File: src/nau_defs.svh
// constants for the nibble addition unit: opcodes, fields, reset values
// assumes inclusion by the modules of this unit and by the testbench only
`ifndef NAU_DEFS_SVH
`define NAU_DEFS_SVH

// opcode byte, instruction bits 15..8
`define NAU_OP_CIN_MEM_LOAD 8'h10
`define NAU_OP_CIN_IMM_LOAD 8'h0C
`define NAU_OP_CIN_MEM_WB 8'h09
`define NAU_OP_CIN_IMM_WB 8'h0D
`define NAU_OP_PLAIN_MEM_LOAD 8'h18
`define NAU_OP_PLAIN_IMM_LOAD 8'h1C
`define NAU_OP_PLAIN_MEM_WB 8'h19
`define NAU_OP_PLAIN_IMM_WB 8'h1D
`define NAU_OP_KEEPC_MEM_LOAD 8'h28

// instruction field positions
`define NAU_OPC_HI 15
`define NAU_OPC_LO 8
`define NAU_IMM_HI 7
`define NAU_IMM_LO 4
`define NAU_WSEL_HI 3
`define NAU_WSEL_LO 0
`define NAU_ADDR_HI 6
`define NAU_ADDR_LO 0
`define NAU_ADDR_PAD_BIT 7

// data ram address of working register 0
`define NAU_WR_BASE 7'h00

// reset values
`define NAU_ACC_RST 4'h0
`define NAU_CF_RST 1'b0
`define NAU_ZF_RST 1'b0
`define NAU_INSTR_RST 16'h0000
`define NAU_ADDR_RST 7'h00

`endif

File: src/nau_pkg.sv
// types shared by the nibble addition unit
// assumes nothing beyond a systemverilog compiler
`default_nettype none

package nau_pkg;
    typedef enum logic [1:0] {ST_IDLE, ST_READ, ST_EXEC, ST_FINISH} nau_state_e;
    typedef enum logic [3:0] {
        K_NONE,
        K_CIN_MEM_LOAD,
        K_CIN_IMM_LOAD,
        K_CIN_MEM_WB,
        K_CIN_IMM_WB,
        K_PLAIN_MEM_LOAD,
        K_PLAIN_IMM_LOAD,
        K_PLAIN_MEM_WB,
        K_PLAIN_IMM_WB,
        K_KEEPC_MEM_LOAD
    } nau_kind_e;
endpackage

`default_nettype wire

File: src/nau_dec_if.sv
// decode carrier between the unit core and its instruction decoder
// assumes one instruction word in, decoded fields out, no clock
`default_nettype none

interface nau_dec_if;
    import nau_pkg::*;
    logic [15:0] instr;
    nau_kind_e kind;
    logic [6:0] addr;
    logic [3:0] imm;
    logic imm_form;
    logic use_cin;
    logic keep_carry;
    logic writeback;
    logic known;
    modport dec (input instr, output kind, addr, imm, imm_form, use_cin, keep_carry, writeback,
        known);
    modport core (output instr, input kind, addr, imm, imm_form, use_cin, keep_carry, writeback,
        known);
endinterface

`default_nettype wire

File: src/nau_decoder.sv
// instruction decoder for the addition group
// assumes a stable instruction word from the core; purely combinational
`default_nettype none
`include "nau_defs.svh"

module nau_decoder (
    nau_dec_if.dec dif
);
    import nau_pkg::*;

    logic [7:0] opc;
    logic mem_ok;

    always_comb
    begin
        opc = dif.instr[`NAU_OPC_HI:`NAU_OPC_LO];
        mem_ok = !dif.instr[`NAU_ADDR_PAD_BIT];
        dif.kind = K_NONE;
        case (opc)
            `NAU_OP_CIN_MEM_LOAD: dif.kind = mem_ok ? K_CIN_MEM_LOAD : K_NONE;
            `NAU_OP_CIN_IMM_LOAD: dif.kind = K_CIN_IMM_LOAD;
            `NAU_OP_CIN_MEM_WB: dif.kind = mem_ok ? K_CIN_MEM_WB : K_NONE;
            `NAU_OP_CIN_IMM_WB: dif.kind = K_CIN_IMM_WB;
            `NAU_OP_PLAIN_MEM_LOAD: dif.kind = mem_ok ? K_PLAIN_MEM_LOAD : K_NONE;
            `NAU_OP_PLAIN_IMM_LOAD: dif.kind = K_PLAIN_IMM_LOAD;
            `NAU_OP_PLAIN_MEM_WB: dif.kind = mem_ok ? K_PLAIN_MEM_WB : K_NONE;
            `NAU_OP_PLAIN_IMM_WB: dif.kind = K_PLAIN_IMM_WB;
            `NAU_OP_KEEPC_MEM_LOAD: dif.kind = mem_ok ? K_KEEPC_MEM_LOAD : K_NONE;
            default: dif.kind = K_NONE;
        endcase
        dif.known = (dif.kind != K_NONE);
        dif.imm_form = (dif.kind == K_CIN_IMM_LOAD) || (dif.kind == K_CIN_IMM_WB)
            || (dif.kind == K_PLAIN_IMM_LOAD) || (dif.kind == K_PLAIN_IMM_WB);
        dif.use_cin = (dif.kind == K_CIN_MEM_LOAD) || (dif.kind == K_CIN_IMM_LOAD)
            || (dif.kind == K_CIN_MEM_WB) || (dif.kind == K_CIN_IMM_WB);
        dif.keep_carry = (dif.kind == K_KEEPC_MEM_LOAD);
        dif.writeback = (dif.kind == K_CIN_MEM_WB) || (dif.kind == K_CIN_IMM_WB)
            || (dif.kind == K_PLAIN_MEM_WB) || (dif.kind == K_PLAIN_IMM_WB);
        // immediate field and working register selector
        dif.imm = dif.instr[`NAU_IMM_HI:`NAU_IMM_LO];
        if (dif.imm_form)
        begin
            dif.addr = `NAU_WR_BASE
                + {3'h0, dif.instr[`NAU_WSEL_HI:`NAU_WSEL_LO]};
        end
        else
        begin
            dif.addr = dif.instr[`NAU_ADDR_HI:`NAU_ADDR_LO];
        end
    end
endmodule

`default_nettype wire

File: src/nau_unit.sv
// nibble addition unit: decode and execute of the binary addition group
// assumes fetch logic and a synchronous-read data ram on clk_sys
// Overview of operation
// - carry-in memory load: acc gets mem plus acc plus carry; carry, zero updated
// - carry-in immediate load: acc gets working reg plus imm plus carry; flags updated
// - carry-in memory write-back: sum to acc and memory; carry, zero updated
// - carry-in immediate write-back: sum to acc and working reg; flags updated
// - plain memory load: acc gets mem plus acc; carry, zero updated
// - plain immediate load: acc gets working reg plus imm; register untouched
// - plain memory write-back: sum to acc and memory; carry, zero updated
// - plain immediate write-back: sum to acc and working reg; flags updated
// - carry-keeping memory load: acc gets mem plus acc; only zero updated
// - immediate from bits 7..4, working register selector from bits 3..0
// - memory address from bits 6..0, used for read and write-back
`default_nettype none
`include "nau_defs.svh"

module nau_unit (
    input wire logic clk_sys,
    input wire logic sys_rst,
    input wire logic instr_valid,
    input wire logic [15:0] instr_word,
    output logic instr_ready,
    output logic [6:0] ram_addr,
    output logic ram_rd_en,
    input wire logic [3:0] ram_rdata,
    output logic ram_wr_en,
    output logic [3:0] ram_wdata,
    output logic [3:0] result_nibble_register,
    output logic carry_flag,
    output logic zero_flag,
    output logic exec_done
);
    import nau_pkg::*;

    nau_dec_if dif ();

    nau_decoder u_dec (
        .dif(dif)
    );

    nau_state_e state_reg;
    nau_state_e state_next;
    logic [15:0] instr_reg;
    logic [15:0] instr_next;
    logic ready_reg;
    logic ready_next;
    logic [6:0] addr_reg;
    logic [6:0] addr_next;
    logic rd_en_reg;
    logic rd_en_next;
    logic wr_en_reg;
    logic wr_en_next;
    logic [3:0] wdata_reg;
    logic [3:0] wdata_next;
    logic [3:0] acc_reg;
    logic [3:0] acc_next;
    logic cf_reg;
    logic cf_next;
    logic zf_reg;
    logic zf_next;
    logic done_reg;
    logic done_next;
    logic [4:0] sum;
    logic [3:0] operand_b;

    // four-bit add with carry out in bit 4
    function automatic logic [4:0] nau_add(input logic [3:0] a, input logic [3:0] b,
        input logic cin);
        nau_add = {1'b0, a} + {1'b0, b} + {4'h0, cin};
    endfunction

    // decoder sees the incoming word while idle, the held word otherwise
    assign dif.instr = (state_reg == ST_IDLE) ? instr_word : instr_reg;

    always_comb
    begin
        operand_b = dif.imm_form ? dif.imm : acc_reg;
        sum = nau_add(ram_rdata, operand_b, dif.use_cin ? cf_reg : 1'b0);
        state_next = state_reg;
        instr_next = instr_reg;
        addr_next = addr_reg;
        wdata_next = wdata_reg;
        acc_next = acc_reg;
        cf_next = cf_reg;
        zf_next = zf_reg;
        wr_en_next = 1'b0;
        done_next = 1'b0;
        case (state_reg)
            ST_IDLE:
            begin
                // unknown words are taken and dropped
                if (instr_valid && dif.known)
                begin
                    instr_next = instr_word;
                    addr_next = dif.addr;
                    state_next = ST_READ;
                end
            end
            ST_READ:
            begin
                state_next = ST_EXEC;
            end
            ST_EXEC:
            begin
                // operand arrives from ram in this cycle
                acc_next = sum[3:0];
                zf_next = (sum[3:0] == 4'h0);
                if (!dif.keep_carry)
                begin
                    cf_next = sum[4];
                end
                wr_en_next = dif.writeback;
                wdata_next = sum[3:0];
                done_next = 1'b1;
                state_next = ST_FINISH;
            end
            ST_FINISH:
            begin
                state_next = ST_IDLE;
            end
            default:
            begin
                state_next = ST_IDLE;
            end
        endcase
        ready_next = (state_next == ST_IDLE);
        rd_en_next = (state_next == ST_READ);
    end

    always_ff @(posedge clk_sys or posedge sys_rst)
    begin
        if (sys_rst)
        begin
            state_reg <= ST_IDLE;
            instr_reg <= `NAU_INSTR_RST;
            ready_reg <= 1'b1;
            addr_reg <= `NAU_ADDR_RST;
            rd_en_reg <= 1'b0;
            wr_en_reg <= 1'b0;
            wdata_reg <= `NAU_ACC_RST;
            acc_reg <= `NAU_ACC_RST;
            cf_reg <= `NAU_CF_RST;
            zf_reg <= `NAU_ZF_RST;
            done_reg <= 1'b0;
        end
        else
        begin
            state_reg <= state_next;
            instr_reg <= instr_next;
            ready_reg <= ready_next;
            addr_reg <= addr_next;
            rd_en_reg <= rd_en_next;
            wr_en_reg <= wr_en_next;
            wdata_reg <= wdata_next;
            acc_reg <= acc_next;
            cf_reg <= cf_next;
            zf_reg <= zf_next;
            done_reg <= done_next;
        end
    end

    assign instr_ready = ready_reg;
    assign ram_addr = addr_reg;
    assign ram_rd_en = rd_en_reg;
    assign ram_wr_en = wr_en_reg;
    assign ram_wdata = wdata_reg;
    assign result_nibble_register = acc_reg;
    assign carry_flag = cf_reg;
    assign zero_flag = zf_reg;
    assign exec_done = done_reg;

    // checks of the executed result against the operands of the exec cycle
    a_cin_mem_load: assert property (@(posedge clk_sys) disable iff (sys_rst)
        (state_reg == ST_EXEC && dif.kind == K_CIN_MEM_LOAD) |=>
            ({cf_reg, acc_reg} == nau_add($past(ram_rdata), $past(acc_reg), $past(cf_reg)))
            && !wr_en_reg && done_reg)
        else $error("carry-in memory load result wrong");

    a_cin_imm_load: assert property (@(posedge clk_sys) disable iff (sys_rst)
        (state_reg == ST_EXEC && dif.kind == K_CIN_IMM_LOAD) |=>
            ({cf_reg, acc_reg} == nau_add($past(ram_rdata), $past(instr_reg[7:4]),
            $past(cf_reg))) && !wr_en_reg)
        else $error("carry-in immediate load result wrong");

    a_cin_mem_wb: assert property (@(posedge clk_sys) disable iff (sys_rst)
        (state_reg == ST_EXEC && dif.kind == K_CIN_MEM_WB) |=>
            ({cf_reg, acc_reg} == nau_add($past(ram_rdata), $past(acc_reg), $past(cf_reg)))
            && wr_en_reg && ram_wdata == acc_reg)
        else $error("carry-in memory write-back wrong");

    a_cin_imm_wb: assert property (@(posedge clk_sys) disable iff (sys_rst)
        (state_reg == ST_EXEC && dif.kind == K_CIN_IMM_WB) |=>
            ({cf_reg, acc_reg} == nau_add($past(ram_rdata), $past(instr_reg[7:4]),
            $past(cf_reg))) && wr_en_reg && ram_wdata == acc_reg)
        else $error("carry-in immediate write-back wrong");

    a_plain_mem_load: assert property (@(posedge clk_sys) disable iff (sys_rst)
        (state_reg == ST_EXEC && dif.kind == K_PLAIN_MEM_LOAD) |=>
            ({cf_reg, acc_reg} == nau_add($past(ram_rdata), $past(acc_reg), 1'b0))
            && !wr_en_reg)
        else $error("plain memory load result wrong");

    a_plain_imm_load: assert property (@(posedge clk_sys) disable iff (sys_rst)
        (state_reg == ST_EXEC && dif.kind == K_PLAIN_IMM_LOAD) |=>
            ({cf_reg, acc_reg} == nau_add($past(ram_rdata), $past(instr_reg[7:4]), 1'b0))
            && !wr_en_reg ##1 !wr_en_reg)
        else $error("plain immediate load wrong or register written");

    a_plain_mem_wb: assert property (@(posedge clk_sys) disable iff (sys_rst)
        (state_reg == ST_EXEC && dif.kind == K_PLAIN_MEM_WB) |=>
            ({cf_reg, acc_reg} == nau_add($past(ram_rdata), $past(acc_reg), 1'b0))
            && wr_en_reg && ram_wdata == acc_reg)
        else $error("plain memory write-back wrong");

    a_plain_imm_wb: assert property (@(posedge clk_sys) disable iff (sys_rst)
        (state_reg == ST_EXEC && dif.kind == K_PLAIN_IMM_WB) |=>
            ({cf_reg, acc_reg} == nau_add($past(ram_rdata), $past(instr_reg[7:4]), 1'b0))
            && wr_en_reg && ram_wdata == acc_reg)
        else $error("plain immediate write-back wrong");

    a_keep_carry: assert property (@(posedge clk_sys) disable iff (sys_rst)
        (state_reg == ST_EXEC && dif.kind == K_KEEPC_MEM_LOAD) |=>
            ({1'b0, acc_reg} == (nau_add($past(ram_rdata), $past(acc_reg), 1'b0) & 5'h0F))
            && cf_reg == $past(cf_reg) && !wr_en_reg)
        else $error("carry-keeping add changed carry or result wrong");

    a_imm_fields: assert property (@(posedge clk_sys) disable iff (sys_rst)
        (state_reg == ST_IDLE && instr_valid && dif.imm_form) |=>
            ram_rd_en && ram_addr == `NAU_WR_BASE + {3'h0, $past(instr_word[3:0])}
            ##1 dif.imm == $past(instr_word[7:4], 2))
        else $error("immediate form fields decoded wrong");

    a_mem_address: assert property (@(posedge clk_sys) disable iff (sys_rst)
        (state_reg == ST_IDLE && instr_valid && dif.known && !dif.imm_form) |=>
            ram_rd_en && ram_addr == $past(instr_word[6:0])
            ##2 ram_addr == $past(instr_word[6:0], 3))
        else $error("memory address not held from read to write-back");

    a_zero_flag: assert property (@(posedge clk_sys) disable iff (sys_rst)
        exec_done |-> zero_flag == (result_nibble_register == 4'h0))
        else $error("zero flag disagrees with result");

    a_exec_timing: assert property (@(posedge clk_sys) disable iff (sys_rst)
        (instr_ready && instr_valid && dif.known) |=>
            !instr_ready ##2 exec_done ##1 instr_ready && !exec_done)
        else $error("execution sequence timing wrong");

    a_wr_only_done: assert property (@(posedge clk_sys) disable iff (sys_rst)
        ram_wr_en |-> exec_done && !ram_rd_en)
        else $error("memory write outside completion cycle");

    a_rd_one_shot: assert property (@(posedge clk_sys) disable iff (sys_rst)
        ram_rd_en |=> !ram_rd_en && ram_addr == $past(ram_addr))
        else $error("read request longer than one cycle or address moved");

    a_wb_same_addr: assert property (@(posedge clk_sys) disable iff (sys_rst)
        ram_wr_en |-> $past(ram_rd_en, 2) && ram_addr == $past(ram_addr, 2))
        else $error("write-back not at the address read two cycles before");

    a_flags_hold: assert property (@(posedge clk_sys) disable iff (sys_rst)
        (state_reg != ST_EXEC) |=> $stable(acc_reg) && $stable(cf_reg) && $stable(zf_reg))
        else $error("accumulator or flags changed outside execution");

    a_busy_refuse: assert property (@(posedge clk_sys) disable iff (sys_rst)
        !instr_ready |=> !ram_rd_en)
        else $error("word taken while busy");

    a_drop_unknown: assert property (@(posedge clk_sys) disable iff (sys_rst)
        (instr_ready && instr_valid && !dif.known) |=>
            instr_ready && !ram_rd_en && $stable(acc_reg))
        else $error("unknown word not dropped");

    a_no_wb_load: assert property (@(posedge clk_sys) disable iff (sys_rst)
        (state_reg == ST_EXEC && !dif.writeback) |=> !ram_wr_en ##1 !ram_wr_en)
        else $error("load-only form wrote memory");

    a_done_pulse: assert property (@(posedge clk_sys) disable iff (sys_rst)
        exec_done |=> !exec_done && instr_ready)
        else $error("completion pulse too long or unit not ready after it");

    a_wb_data: assert property (@(posedge clk_sys) disable iff (sys_rst)
        ram_wr_en |-> ram_wdata == result_nibble_register)
        else $error("write-back data differs from accumulator");
endmodule

`default_nettype wire

File: config.mk
export PLATFORM = sky130hd
export DESIGN_NAME = nau_unit
export DESIGN_NICKNAME = d
export VERILOG_FILES = /design/src/nau_pkg.sv /design/src/nau_dec_if.sv /design/src/nau_decoder.sv /design/src/nau_unit.sv
export VERILOG_INCLUDE_DIRS = /design/src
export SDC_FILE = /design/constraint.sdc
export NUM_CORES = 1
export LEC_CHECK = 0
export ABC_CLOCK_PERIOD_IN_PS = 3200
export BUFFER_PORTS_ARGS = -buffer_cell sky130_fd_sc_hd__buf_2
export CAP_MARGIN = 20
export CORE_MARGIN = 5
export CORE_UTILIZATION = 48
export DETAILED_ROUTE_END_ITERATION = 10
export PLACE_DENSITY = 0.75
export SKIP_CTS_REPAIR_TIMING = 1
export SLEW_MARGIN = 20
export SYNTH_ARGS = -nofsm -noshare
export SYNTH_HDL_FRONTEND = slang
export SYNTH_SLANG_ARGS = --single-unit
File: constraint.sdc
create_clock -name clk_sys -period 3.2 [get_ports clk_sys]
set_input_delay 0.48 -clock clk_sys [delete_from_list [all_inputs] [get_ports clk_sys]]
set_output_delay 0.48 -clock clk_sys [all_outputs]
set_load 0.02 [all_outputs]
==> impl_metrics.env, run 1 <==
export IMPL_status="finished with violations"
export IMPL_violations="negative setup slack"
export IMPL_clkTransAtPathRegs_ns=0.07
export IMPL_post_route_min_period_ns=3.28
export IMPL_routedWlPerCell_um=16.4
export IMPL_rrSetupSlack_ns=-0.08
export IMPL_p_int_uw=1580
export IMPL_r2r_cells=13
export IMPL_p_leak_uw=0.00124
export IMPL_worstSetupPathType="reg2reg"
export IMPL_critPathTopFamily="adder cells"
export IMPL_antenna_found_initial=0
export IMPL_final_setup_viol_count=2
export IMPL_hold_violations=0
export IMPL_pwr_share_seq_pct=25.2
export IMPL_nets=274
export IMPL_clock_latency_ns=0.30
export IMPL_combPwrFrac_pct=63.5
export IMPL_max_slew_margin_pct=65.9
export IMPL_dp_hpwl_um=3200
export IMPL_grtUsageMet1_pct=24.4
export IMPL_arrival_ns=3.48
export IMPL_required_ns=3.41
export IMPL_antenna_left=0
export IMPL_start_kind="flip-flop"
export IMPL_ys_seq_area_share_pct=41.9
export IMPL_synth_edf_count=0
export IMPL_fin_cells=292
export IMPL_use_met2_pct=25.3
export IMPL_synth_ff_type="dfrtp_1"
export IMPL_diodes=0
export IMPL_drc=0
export IMPL_grt_usage_pct=17.7
export IMPL_fp_dieW_um=72.2
export IMPL_ys_seq_elements=31
export IMPL_final_cell_mix="43 x buf_2, 31 x buf_4, 30 x dfrtp_1"
export IMPL_rsz0062_at_grt="yes"
export IMPL_grt_overflow=0
export IMPL_grt_util_met3_pct=4.29
export IMPL_drv_cap=0
export IMPL_worst_path_buf_inv=3
export IMPL_synth_area_um2=1850
export IMPL_synth_cell_types=45
export IMPL_largest_register_ffs=12
export IMPL_syn_inst=168
export IMPL_io_buffers=43
export IMPL_ir_drop_uv=652
export IMPL_viasPerCell=5.36
export IMPL_grt_pass1_wl_um=7040
export IMPL_worst_pin_slew_ns=0.510
export IMPL_global_route_peak_usage_layer="met2"
export IMPL_place_gp_congestion=0.901
export IMPL_clockRootBuffer="clkbuf_8"
export IMPL_timing_rr_start="state_reg[0]"
export IMPL_cpPeakStageDelay_ns=0.57
export IMPL_yosys_warnings=0
export IMPL_drt_pass1_iterations=4
export IMPL_area_growth_pct=36.5
export IMPL_syn_area_per_cell_um2=11.0
export IMPL_start_util_pct=50.3
export IMPL_path_max_fanout=8
export IMPL_synth_nets=199
export IMPL_post_place_ws_ns=-0.0239
export IMPL_clockBufferDepth=2
export IMPL_grt_max_degree=32
export IMPL_p_switching_uw=1140
export IMPL_tns_ns=-0.151
export IMPL_die_h_um=72.2
export IMPL_netSwitchingFraction_pct=41.8
export IMPL_vias=1565
export IMPL_drive_gt1_share_pct=50.8
export IMPL_timing_final_max_slew_violations=0
export IMPL_crit_slowest_cell="fa_1"
export IMPL_drt_total_wl_um=4790
export IMPL_p_total_uw=2720
export IMPL_dieArea_um2=5210
export IMPL_cts_sinks=31
export IMPL_ctsHtreeMaxLevel=2
export IMPL_hold_slack_ns=0.252
export IMPL_p_per_area_nw_per_um2=1080
export IMPL_rows=22
export IMPL_clkPwrFrac_pct=11.3
export IMPL_dp_cells=272
export IMPL_fin_skew_ns=0.0120
export IMPL_grt_pass1_vias=1527
export IMPL_min_path_type="in2async"
export IMPL_r2r_end="zero_flag"
export IMPL_cts_tree="built"
export IMPL_fmax_ghz=0.305
export IMPL_crit_path_end_kind="flip-flop"
export IMPL_crit_chain="inv_2 > ha_4 > buf_12 > or4bb_4 > a22oi_2 > buf_4 > a211oi_4 > nor2b_4 > o21ai_2 > fa_2 > fa_1 > nand3_2 > o32ai_2"
export IMPL_drt_iter0_drc=100
export IMPL_layout_commonest_cell="buf_2"
export IMPL_io_pins=44
export IMPL_ys_async_sr_fraction_pct=100
export IMPL_fp_coreArea_um2=3690
export IMPL_numCtsBuffers=5
export IMPL_setup_slack_ns=-0.0760
export IMPL_fin_crit_sh_pct=102
-- through the flow --
step | instance area (um^2) | util, %
6_report | 2530 | 68.6
5_1_grt | 2530 | 68.6
4_1_cts | 2340 | 63.4
3_5_place_dp | 2250 | 61.1
3_3_place_gp | 2250 | 61.1
2_1_floorplan | 1870 | -
-- routing by layer --
| metal | part of all wire (%) | routed length, um | vias up |
|---|---|---|---|
| met4 | 2.6 | 123 | 0 |
| met2 | 47 | 2250 | 66 |
| met3 | 6.4 | 308 | 14 |
| li1 | - | - | 737 |
| met1 | 44 | 2110 | 748 |
| met5 | 0 | 0 | - |
-- synth_stat cells (2+ instances only) --
master / instances / area, um^2
dfrtp_1: 30 / 751
a21o_1: 2 / 15.0
ha_1: 6 / 75.1
mux2_2: 8 / 90.1
nand2b_1: 3 / 18.8
buf_4: 5 / 37.5
xnor2_1: 4 / 35.0
buf_6: 2 / 22.5
nor3_1: 4 / 20.0
nand3b_1: 2 / 15.0
o32ai_1: 2 / 17.5
nor2_1: 7 / 26.3
mux2_4: 10 / 150
nand2_1: 12 / 45.0
or3_1: 2 / 12.5
inv_1: 12 / 45.0
nor3b_1: 3 / 22.5
o21ai_0: 5 / 25.0
mux2i_1: 8 / 80.1
nor2b_1: 5 / 31.3
o22ai_1: 3 / 18.8
fa_1: 2 / 40.0
nand3_1: 3 / 15.0
a21oi_1: 6 / 30.0
or4b_1: 2 / 20.0
-- worst reg2reg max path: stages (launching register included) --
cell and delay [ns]:
dfrtp_1 0.39, inv_2 0.09, ha_4 0.16, buf_12 0.11, or4bb_4 0.47, a22oi_2 0.23
buf_4 0.15, a211oi_4 0.06, nor2b_4 0.14, o21ai_2 0.07, fa_2 0.40, fa_1 0.57
nand3_2 0.10, o32ai_2 0.26
-- worst max-delay path by stage --
stage / startpoint / to / slack (ns) / depth (start not counted)
floorplan: state_reg[1] / result_nibble_register[2] / 0.03 / 12
global placement: instr_word[15] / zero_flag / 0.04 / 11
detailed placement: state_reg[1] / zero_flag / -0.02 / 12
CTS: state_reg[1] / zero_flag / -0.04 / 12
global route: state_reg[1] / zero_flag / -0.24 / 14
finish: state_reg[0] / zero_flag / -0.08 / 13
-- kinds of logic after synthesis --
group                      after synthesis  synth area share, %
AOI/OAI and AO/OA                       29                 11.8
xor gates and xnor gates                 4                 1.89
adders and majority gates                8                 6.21
buffers and inverters                   21                 6.14
DFF                                     31                 41.9
muxes                                   26                 17.3
and+or+nand+nor                         49                 14.8
-- area by class of cell --
cell class                      instances  area, um^2
Clock buffer                            6        72.6
Multi-Input combinational cell        116        1060
Inverter                               12        45.0
Tap cell                               48        60.1
Sequential cell                        31         777
Clock inverter                          2        12.5
Fill cell                             298        1160
Timing Repair Buffer                   77         499
-- power by group through the flow --
stage | combinational, uW | clock [uW] | sequential (uW)
3_3_place_gp | 1400 | 0 | 670
6_report | 1730 | 307 | 687
2_1_floorplan | 885 | 0 | 786
3_5_place_dp | 1420 | 0 | 677
5_1_grt | 1860 | 330 | 710
4_1_cts | 1430 | 309 | 676
(Power assumes the default switching activity.)
==> run 2, diff against run 1 <==
PLACE_DENSITY = 0.76   (was 0.75)
==> impl_metrics.env, run 2 (synthesized netlist as in run 1, its figures left out) <==
export IMPL_antenna_found_initial=0
export IMPL_worstSetupPathType="reg2reg"
export IMPL_rsz0062_at_grt="yes"
export IMPL_required_ns=3.37
export IMPL_final_cell_mix="43 x buf_2, 30 x dfrtp_1, 19 x buf_4"
export IMPL_grt_usage_pct=15.8
export IMPL_diodes=0
export IMPL_r2r_end="result_nibble_register[3]"
export IMPL_status="finished with violations"
export IMPL_fin_crit_sh_pct=101
export IMPL_post_route_min_period_ns=3.22
export IMPL_clkPwrFrac_pct=11.8
export IMPL_viasPerCell=5.36
export IMPL_max_slew_margin_pct=67.8
export IMPL_netSwitchingFraction_pct=41.1
export IMPL_setup_slack_ns=-0.0165
export IMPL_p_int_uw=1470
export IMPL_dieArea_um2=5210
export IMPL_nets=263
export IMPL_numCtsBuffers=5
export IMPL_cpPeakStageDelay_ns=0.45
export IMPL_layout_commonest_cell="buf_2"
export IMPL_io_pins=44
export IMPL_vias=1507
export IMPL_p_leak_uw=0.00116
export IMPL_dp_cells=265
export IMPL_nFillCells=323
export IMPL_crit_slowest_cell="or4_1"
export IMPL_cts_tree="built"
export IMPL_violations="negative setup slack"
export IMPL_worst_path_buf_inv=3
export IMPL_grt_pass1_wl_um=6380
export IMPL_die_h_um=72.2
export IMPL_fp_dieW_um=72.2
export IMPL_drive_gt1_share_pct=45.9
export IMPL_critPathTopFamily="simple AND/OR/NAND/NOR gates"
export IMPL_clock_latency_ns=0.28
export IMPL_fin_skew_ns=0.00291
export IMPL_arrival_ns=3.39
export IMPL_timing_rr_start="state_reg[0]"
export IMPL_timing_final_max_slew_violations=0
export IMPL_fin_cells=281
export IMPL_antenna_left=0
export IMPL_io_buffers=43
export IMPL_area_growth_pct=28.9
export IMPL_start_util_pct=50.3
export IMPL_final_setup_viol_count=1
export IMPL_path_max_fanout=6
export IMPL_drt_iter0_drc=60
export IMPL_pwr_share_seq_pct=27.6
export IMPL_postLayoutCoreUtil_pct=64.8
export IMPL_grt_pass1_vias=1423
export IMPL_crit_chain="inv_2 > ha_4 > buf_4 > or4_1 > a22oi_2 > and3_1 > a311oi_2 > nor2b_2 > o21ai_2 > fa_2 > inv_1 > a21o_1 > a21oi_1 > xnor2_1 > mux2_2"
export IMPL_rows=22
export IMPL_min_path_type="in2async"
export IMPL_clockRootBuffer="clkbuf_8"
export IMPL_clkTransAtPathRegs_ns=0.06
export IMPL_routedWlPerCell_um=14.7
export IMPL_start_kind="flip-flop"
export IMPL_ctsHtreeMaxLevel=2
export IMPL_drv_cap=0
export IMPL_grt_overflow=0
export IMPL_p_per_area_nw_per_um2=1040
export IMPL_clockBufferDepth=2
export IMPL_cts_sinks=31
export IMPL_place_gp_congestion=0.892
export IMPL_tns_ns=-0.0165
export IMPL_drc=0
export IMPL_rrSetupSlack_ns=-0.02
export IMPL_dp_hpwl_um=2930
export IMPL_drt_total_wl_um=4120
export IMPL_critPathLaunch="state_reg[0]"
export IMPL_r2r_cells=15
export IMPL_grt_max_degree=32
export IMPL_worst_pin_slew_ns=0.483
export IMPL_crit_path_end="result_nibble_register[3]"
export IMPL_hold_violations=0
export IMPL_fp_coreArea_um2=3690
export IMPL_fmax_ghz=0.311
export IMPL_drt_pass1_iterations=5
export IMPL_combPwrFrac_pct=60.6
export IMPL_path_depth=15
export IMPL_ir_drop_uv=647
export IMPL_crit_path_end_kind="flip-flop"
export IMPL_p_switching_uw=1020
export IMPL_largest_register_ffs=12
-- run 2: cell type report --
cell class	instances	area, um^2	area share [%]
multi-input cells	116	1010	42.5
flip-flops and latches	31	777	32.5
repair buffers	66	412	17.2
clock buffers	7	76.3	3.19
well taps	48	60.1	2.51
inverters	12	45.0	1.88
clock inverters	1	5.00	0.209
-- run 2: worst register-to-register path, stage by stage, from the launching register on --
cell and delay, ns:
dfrtp_1 0.37, inv_2 0.07, ha_4 0.18, buf_4 0.15, or4_1 0.45, a22oi_2 0.22
and3_1 0.25, a311oi_2 0.07, nor2b_2 0.18, o21ai_2 0.15, fa_2 0.22, inv_1 0.04
a21o_1 0.16, a21oi_1 0.20, xnor2_1 0.12, mux2_2 0.27
-- run 2: through the flow --
step	cell area, um^2	hold slack, ns	power, uW	setup slack [ns]
after floorplan	1870	0.471	1670	0.0264
after global placement	2200	0.488	2000	0.0221
after detailed placement	2200	0.489	2030	-0.0276
after CTS	2280	0.269	2330	-0.0360
after global routing	2390	0.306	2670	-0.115
final	2390	0.258	2490	-0.0165
-- run 2: worst min-delay path by stage --
| stage | start | end | slack, ns | depth (start not counted) |
|---|---|---|---|---|
| 2_1_floorplan | instr_reg[14] | instr_reg[14] | 0.47 | 1 |
| 3_3_place_gp | instr_reg[6] | instr_reg[6] | 0.49 | 1 |
| 3_5_place_dp | ram_addr[3] | ram_addr[3] | 0.49 | 1 |
| 4_1_cts | sys_rst | ram_addr[6] | 0.27 | 3 |
| 5_1_grt | sys_rst | ram_addr[6] | 0.31 | 3 |
| 6_report | sys_rst | ram_addr[6] | 0.26 | 3 |
-- run 2: power by group through the flow --
| stage | Sequential, uW | Combinational, uW | Clock [uW] |
|---|---|---|---|
| 5_1_grt | 713 | 1640 | 316 |
| 3_3_place_gp | 683 | 1320 | 0 |
| 6_report | 688 | 1510 | 293 |
| 4_1_cts | 684 | 1350 | 302 |
| 3_5_place_dp | 689 | 1340 | 0 |
| 2_1_floorplan | 786 | 885 | 0 |
-- run 2: metal layers --
metal	vias to the layer above	wire [um]	GRT usage, %
met4	0	63	6.26
met2	46	1950	24.3
met5	-	0	0
met3	5	281	5.12
li1	716	-	-
met1	740	1820	20.6
==> run 3, diff against run 2 <==
ABC_AREA = 1   (was default)
BUFFER_PORTS_ARGS = default   (was -buffer_cell sky130_fd_sc_hd__buf_2)
CORE_ASPECT_RATIO = 1.1   (was default)
CORE_UTILIZATION = 56   (was 48)
DONT_BUFFER_PORTS = 1   (was default)
PLACE_DENSITY = 0.75   (was 0.76)
==> impl_metrics.env, run 3 <==
export IMPL_synth_ff_type="dfrtp_1"
export IMPL_yosysTopAreaCellShare_pct=38.0
export IMPL_status="finished, final reports clean"
export IMPL_fp_coreArea_um2=3360
export IMPL_drv_cap=0
export IMPL_hold_violations=0
export IMPL_crit_chain="inv_1 > ha_1 > buf_12 > inv_6 > nand2_1 > nand2_1 > inv_2 > nor2_4 > o22ai_2 > mux2i_1 > fa_2 > fa_2 > nand2_1 > nor2_2 > a32o_1"
export IMPL_arrival_ns=3.26
export IMPL_syn_area_per_cell_um2=8.06
export IMPL_ctsHtreeMaxLevel=2
export IMPL_grt_overflow=0
export IMPL_drt_total_wl_um=3750
export IMPL_io_buffers=0
export IMPL_crit_top_cell="nand2_1"
export IMPL_grt_usage_pct=17.3
export IMPL_synth_area_um2=1980
export IMPL_worstSetupPathType="reg2reg"
export IMPL_rows=22
export IMPL_p_total_uw=2230
export IMPL_diodes=0
export IMPL_required_ns=3.49
export IMPL_nets=277
export IMPL_rsz0062_at_grt="no"
export IMPL_worst_path_buf_inv=4
export IMPL_drt_pass1_iterations=5
export IMPL_drc=0
export IMPL_grt_pass1_wl_um=6290
export IMPL_synth_cell_types=31
export IMPL_grt_max_degree=35
export IMPL_io_pins=44
export IMPL_final_cell_mix="79 x nand2_1, 35 x inv_1, 30 x dfrtp_1"
export IMPL_crit_path_end_kind="flip-flop"
export IMPL_vias=1461
export IMPL_start_kind="flip-flop"
export IMPL_rrSetupSlack_ns=0.23
export IMPL_place_gp_congestion=0.809
export IMPL_grt_pass1_vias=1416
export IMPL_dp_hpwl_um=2870
export IMPL_synth_most_common_cell="nand2_1"
export IMPL_ff_latch_area_um2=777
export IMPL_critPathTopFamily="adder cells"
export IMPL_ir_drop_uv=557
export IMPL_min_path_type="in2async"
export IMPL_worst_pin_slew_ns=0.659
export IMPL_synth_nets=276
export IMPL_numCtsBuffers=5
export IMPL_r2r_end="zero_flag"
export IMPL_p_leak_uw=0.00108
export IMPL_ys_seq_area_share_pct=39.3
export IMPL_layout_commonest_cell="nand2_1"
export IMPL_syn_inst=245
export IMPL_p_per_area_nw_per_um2=1080
export IMPL_r2r_cells=15
export IMPL_crit_slowest_cell="fa_2"
export IMPL_clock_latency_ns=0.35
export IMPL_fin_skew_ns=0.0191
export IMPL_max_slew_margin_pct=56.0
export IMPL_post_route_min_period_ns=2.97
export IMPL_fmax_ghz=0.336
export IMPL_tns_ns=0
export IMPL_drive_gt1_share_pct=22.3
export IMPL_ys_async_sr_fraction_pct=100
export IMPL_area_growth_pct=4.31
export IMPL_yosys_warnings=0
export IMPL_multi_input_area_um2=967
export IMPL_die_h_um=72.3
export IMPL_drt_iter0_drc=55
export IMPL_timing_final_max_slew_violations=0
export IMPL_dieArea_um2=4820
export IMPL_largest_register_ffs=12
export IMPL_timing_rr_start="state_reg[0]"
export IMPL_routedWlPerCell_um=12.7
export IMPL_start_util_pct=58.8
export IMPL_antenna_found_initial=0
export IMPL_cts_tree="built"
export IMPL_cpPeakStageDelay_ns=0.54
export IMPL_synth_edf_count=0
export IMPL_fin_crit_sh_pct=92.9
export IMPL_synth_top_cells_by_area="dfrtp_1 38%, nand2_1 15%, inv_1 6.8%"
export IMPL_antenna_left=0
export IMPL_fp_dieW_um=66.6
export IMPL_cts_sinks=31
export IMPL_clkTransAtPathRegs_ns=0.12
export IMPL_path_depth=15
export IMPL_clockRootBuffer="clkbuf_4"
export IMPL_clockBufferDepth=2
export IMPL_ys_seq_elements=31
export IMPL_nFillCells=312
export IMPL_path_max_fanout=18
export IMPL_synth_top_area_cell="dfrtp_1"
export IMPL_final_setup_viol_count=0
export IMPL_viasPerCell=4.95
export IMPL_yosys_top_cells_count="79 x nand2_1, 36 x inv_1, 30 x dfrtp_1"
run 3: worst max-delay path by stage:
| stage | slack [ns] | endpoint | startpoint |
|---|---|---|---|
| after floorplan | 0.20 | zero_flag | state_reg[0] |
| after detailed placement | 0.07 | zero_flag | state_reg[0] |
| after global routing | 0.02 | zero_flag | state_reg[0] |
| after CTS | 0.06 | zero_flag | state_reg[0] |
| final | 0.23 | zero_flag | state_reg[0] |
| after global placement | 0.19 | zero_flag | state_reg[0] |
run 3: per-layer routing:
metal | vias to the layer above | track usage (%) | part of all wire, %
met4 | 0 | 7.00 | 1.5
met1 | 658 | 22.3 | 43
met2 | 34 | 25.8 | 48
met3 | 8 | 6.97 | 7.4
met5 | - | 0 | 0
li1 | 761 | - | -
run 3: where the power goes:
group          switching, uW  leakage (uW)  total (uW)  internal, uW
clock network            157     0.0000314         244          87.8
logic                    732      0.000651        1180           447
registers                256      0.000400         810           554
run 3: kinds of logic after synthesis:
family                   synth area share (%)
AO/OA/AOI/OAI                            13.2
XOR/XNOR                                0.887
adder cells (fa/ha/maj)                  5.83
buffers and inverters                    13.2
flip-flops                               39.3
multiplexers                            0.507
AND/OR/NAND/NOR                          27.0
run 3: through the flow:
step | utilization (%) | setup WS (ns) | hold WS, ns | std cells | instance area, um^2
2_1_floorplan | - | 0.195 | 0.436 | 245 | 1980
3_5_place_dp | 58.2 | 0.0672 | 0.452 | 285 | 1950
5_1_grt | 61.4 | 0.0249 | 0.147 | 295 | 2060
3_3_place_gp | 58.2 | 0.186 | 0.450 | 285 | 1950
4_1_cts | 60.0 | 0.0635 | 0.118 | 293 | 2020
6_report | 61.4 | 0.228 | 0.0931 | 295 | 2060
run 3: cell type report:
class                      instances  share of cell area (%)
timing repair buffer               5                    2.43
clock inverter                     3                    1.21
sequential                        31                    37.7
inverter                          37                    6.98
clock buffer                       5                    1.82
tap                               48                    2.91
multi-input combinational        166                    46.9
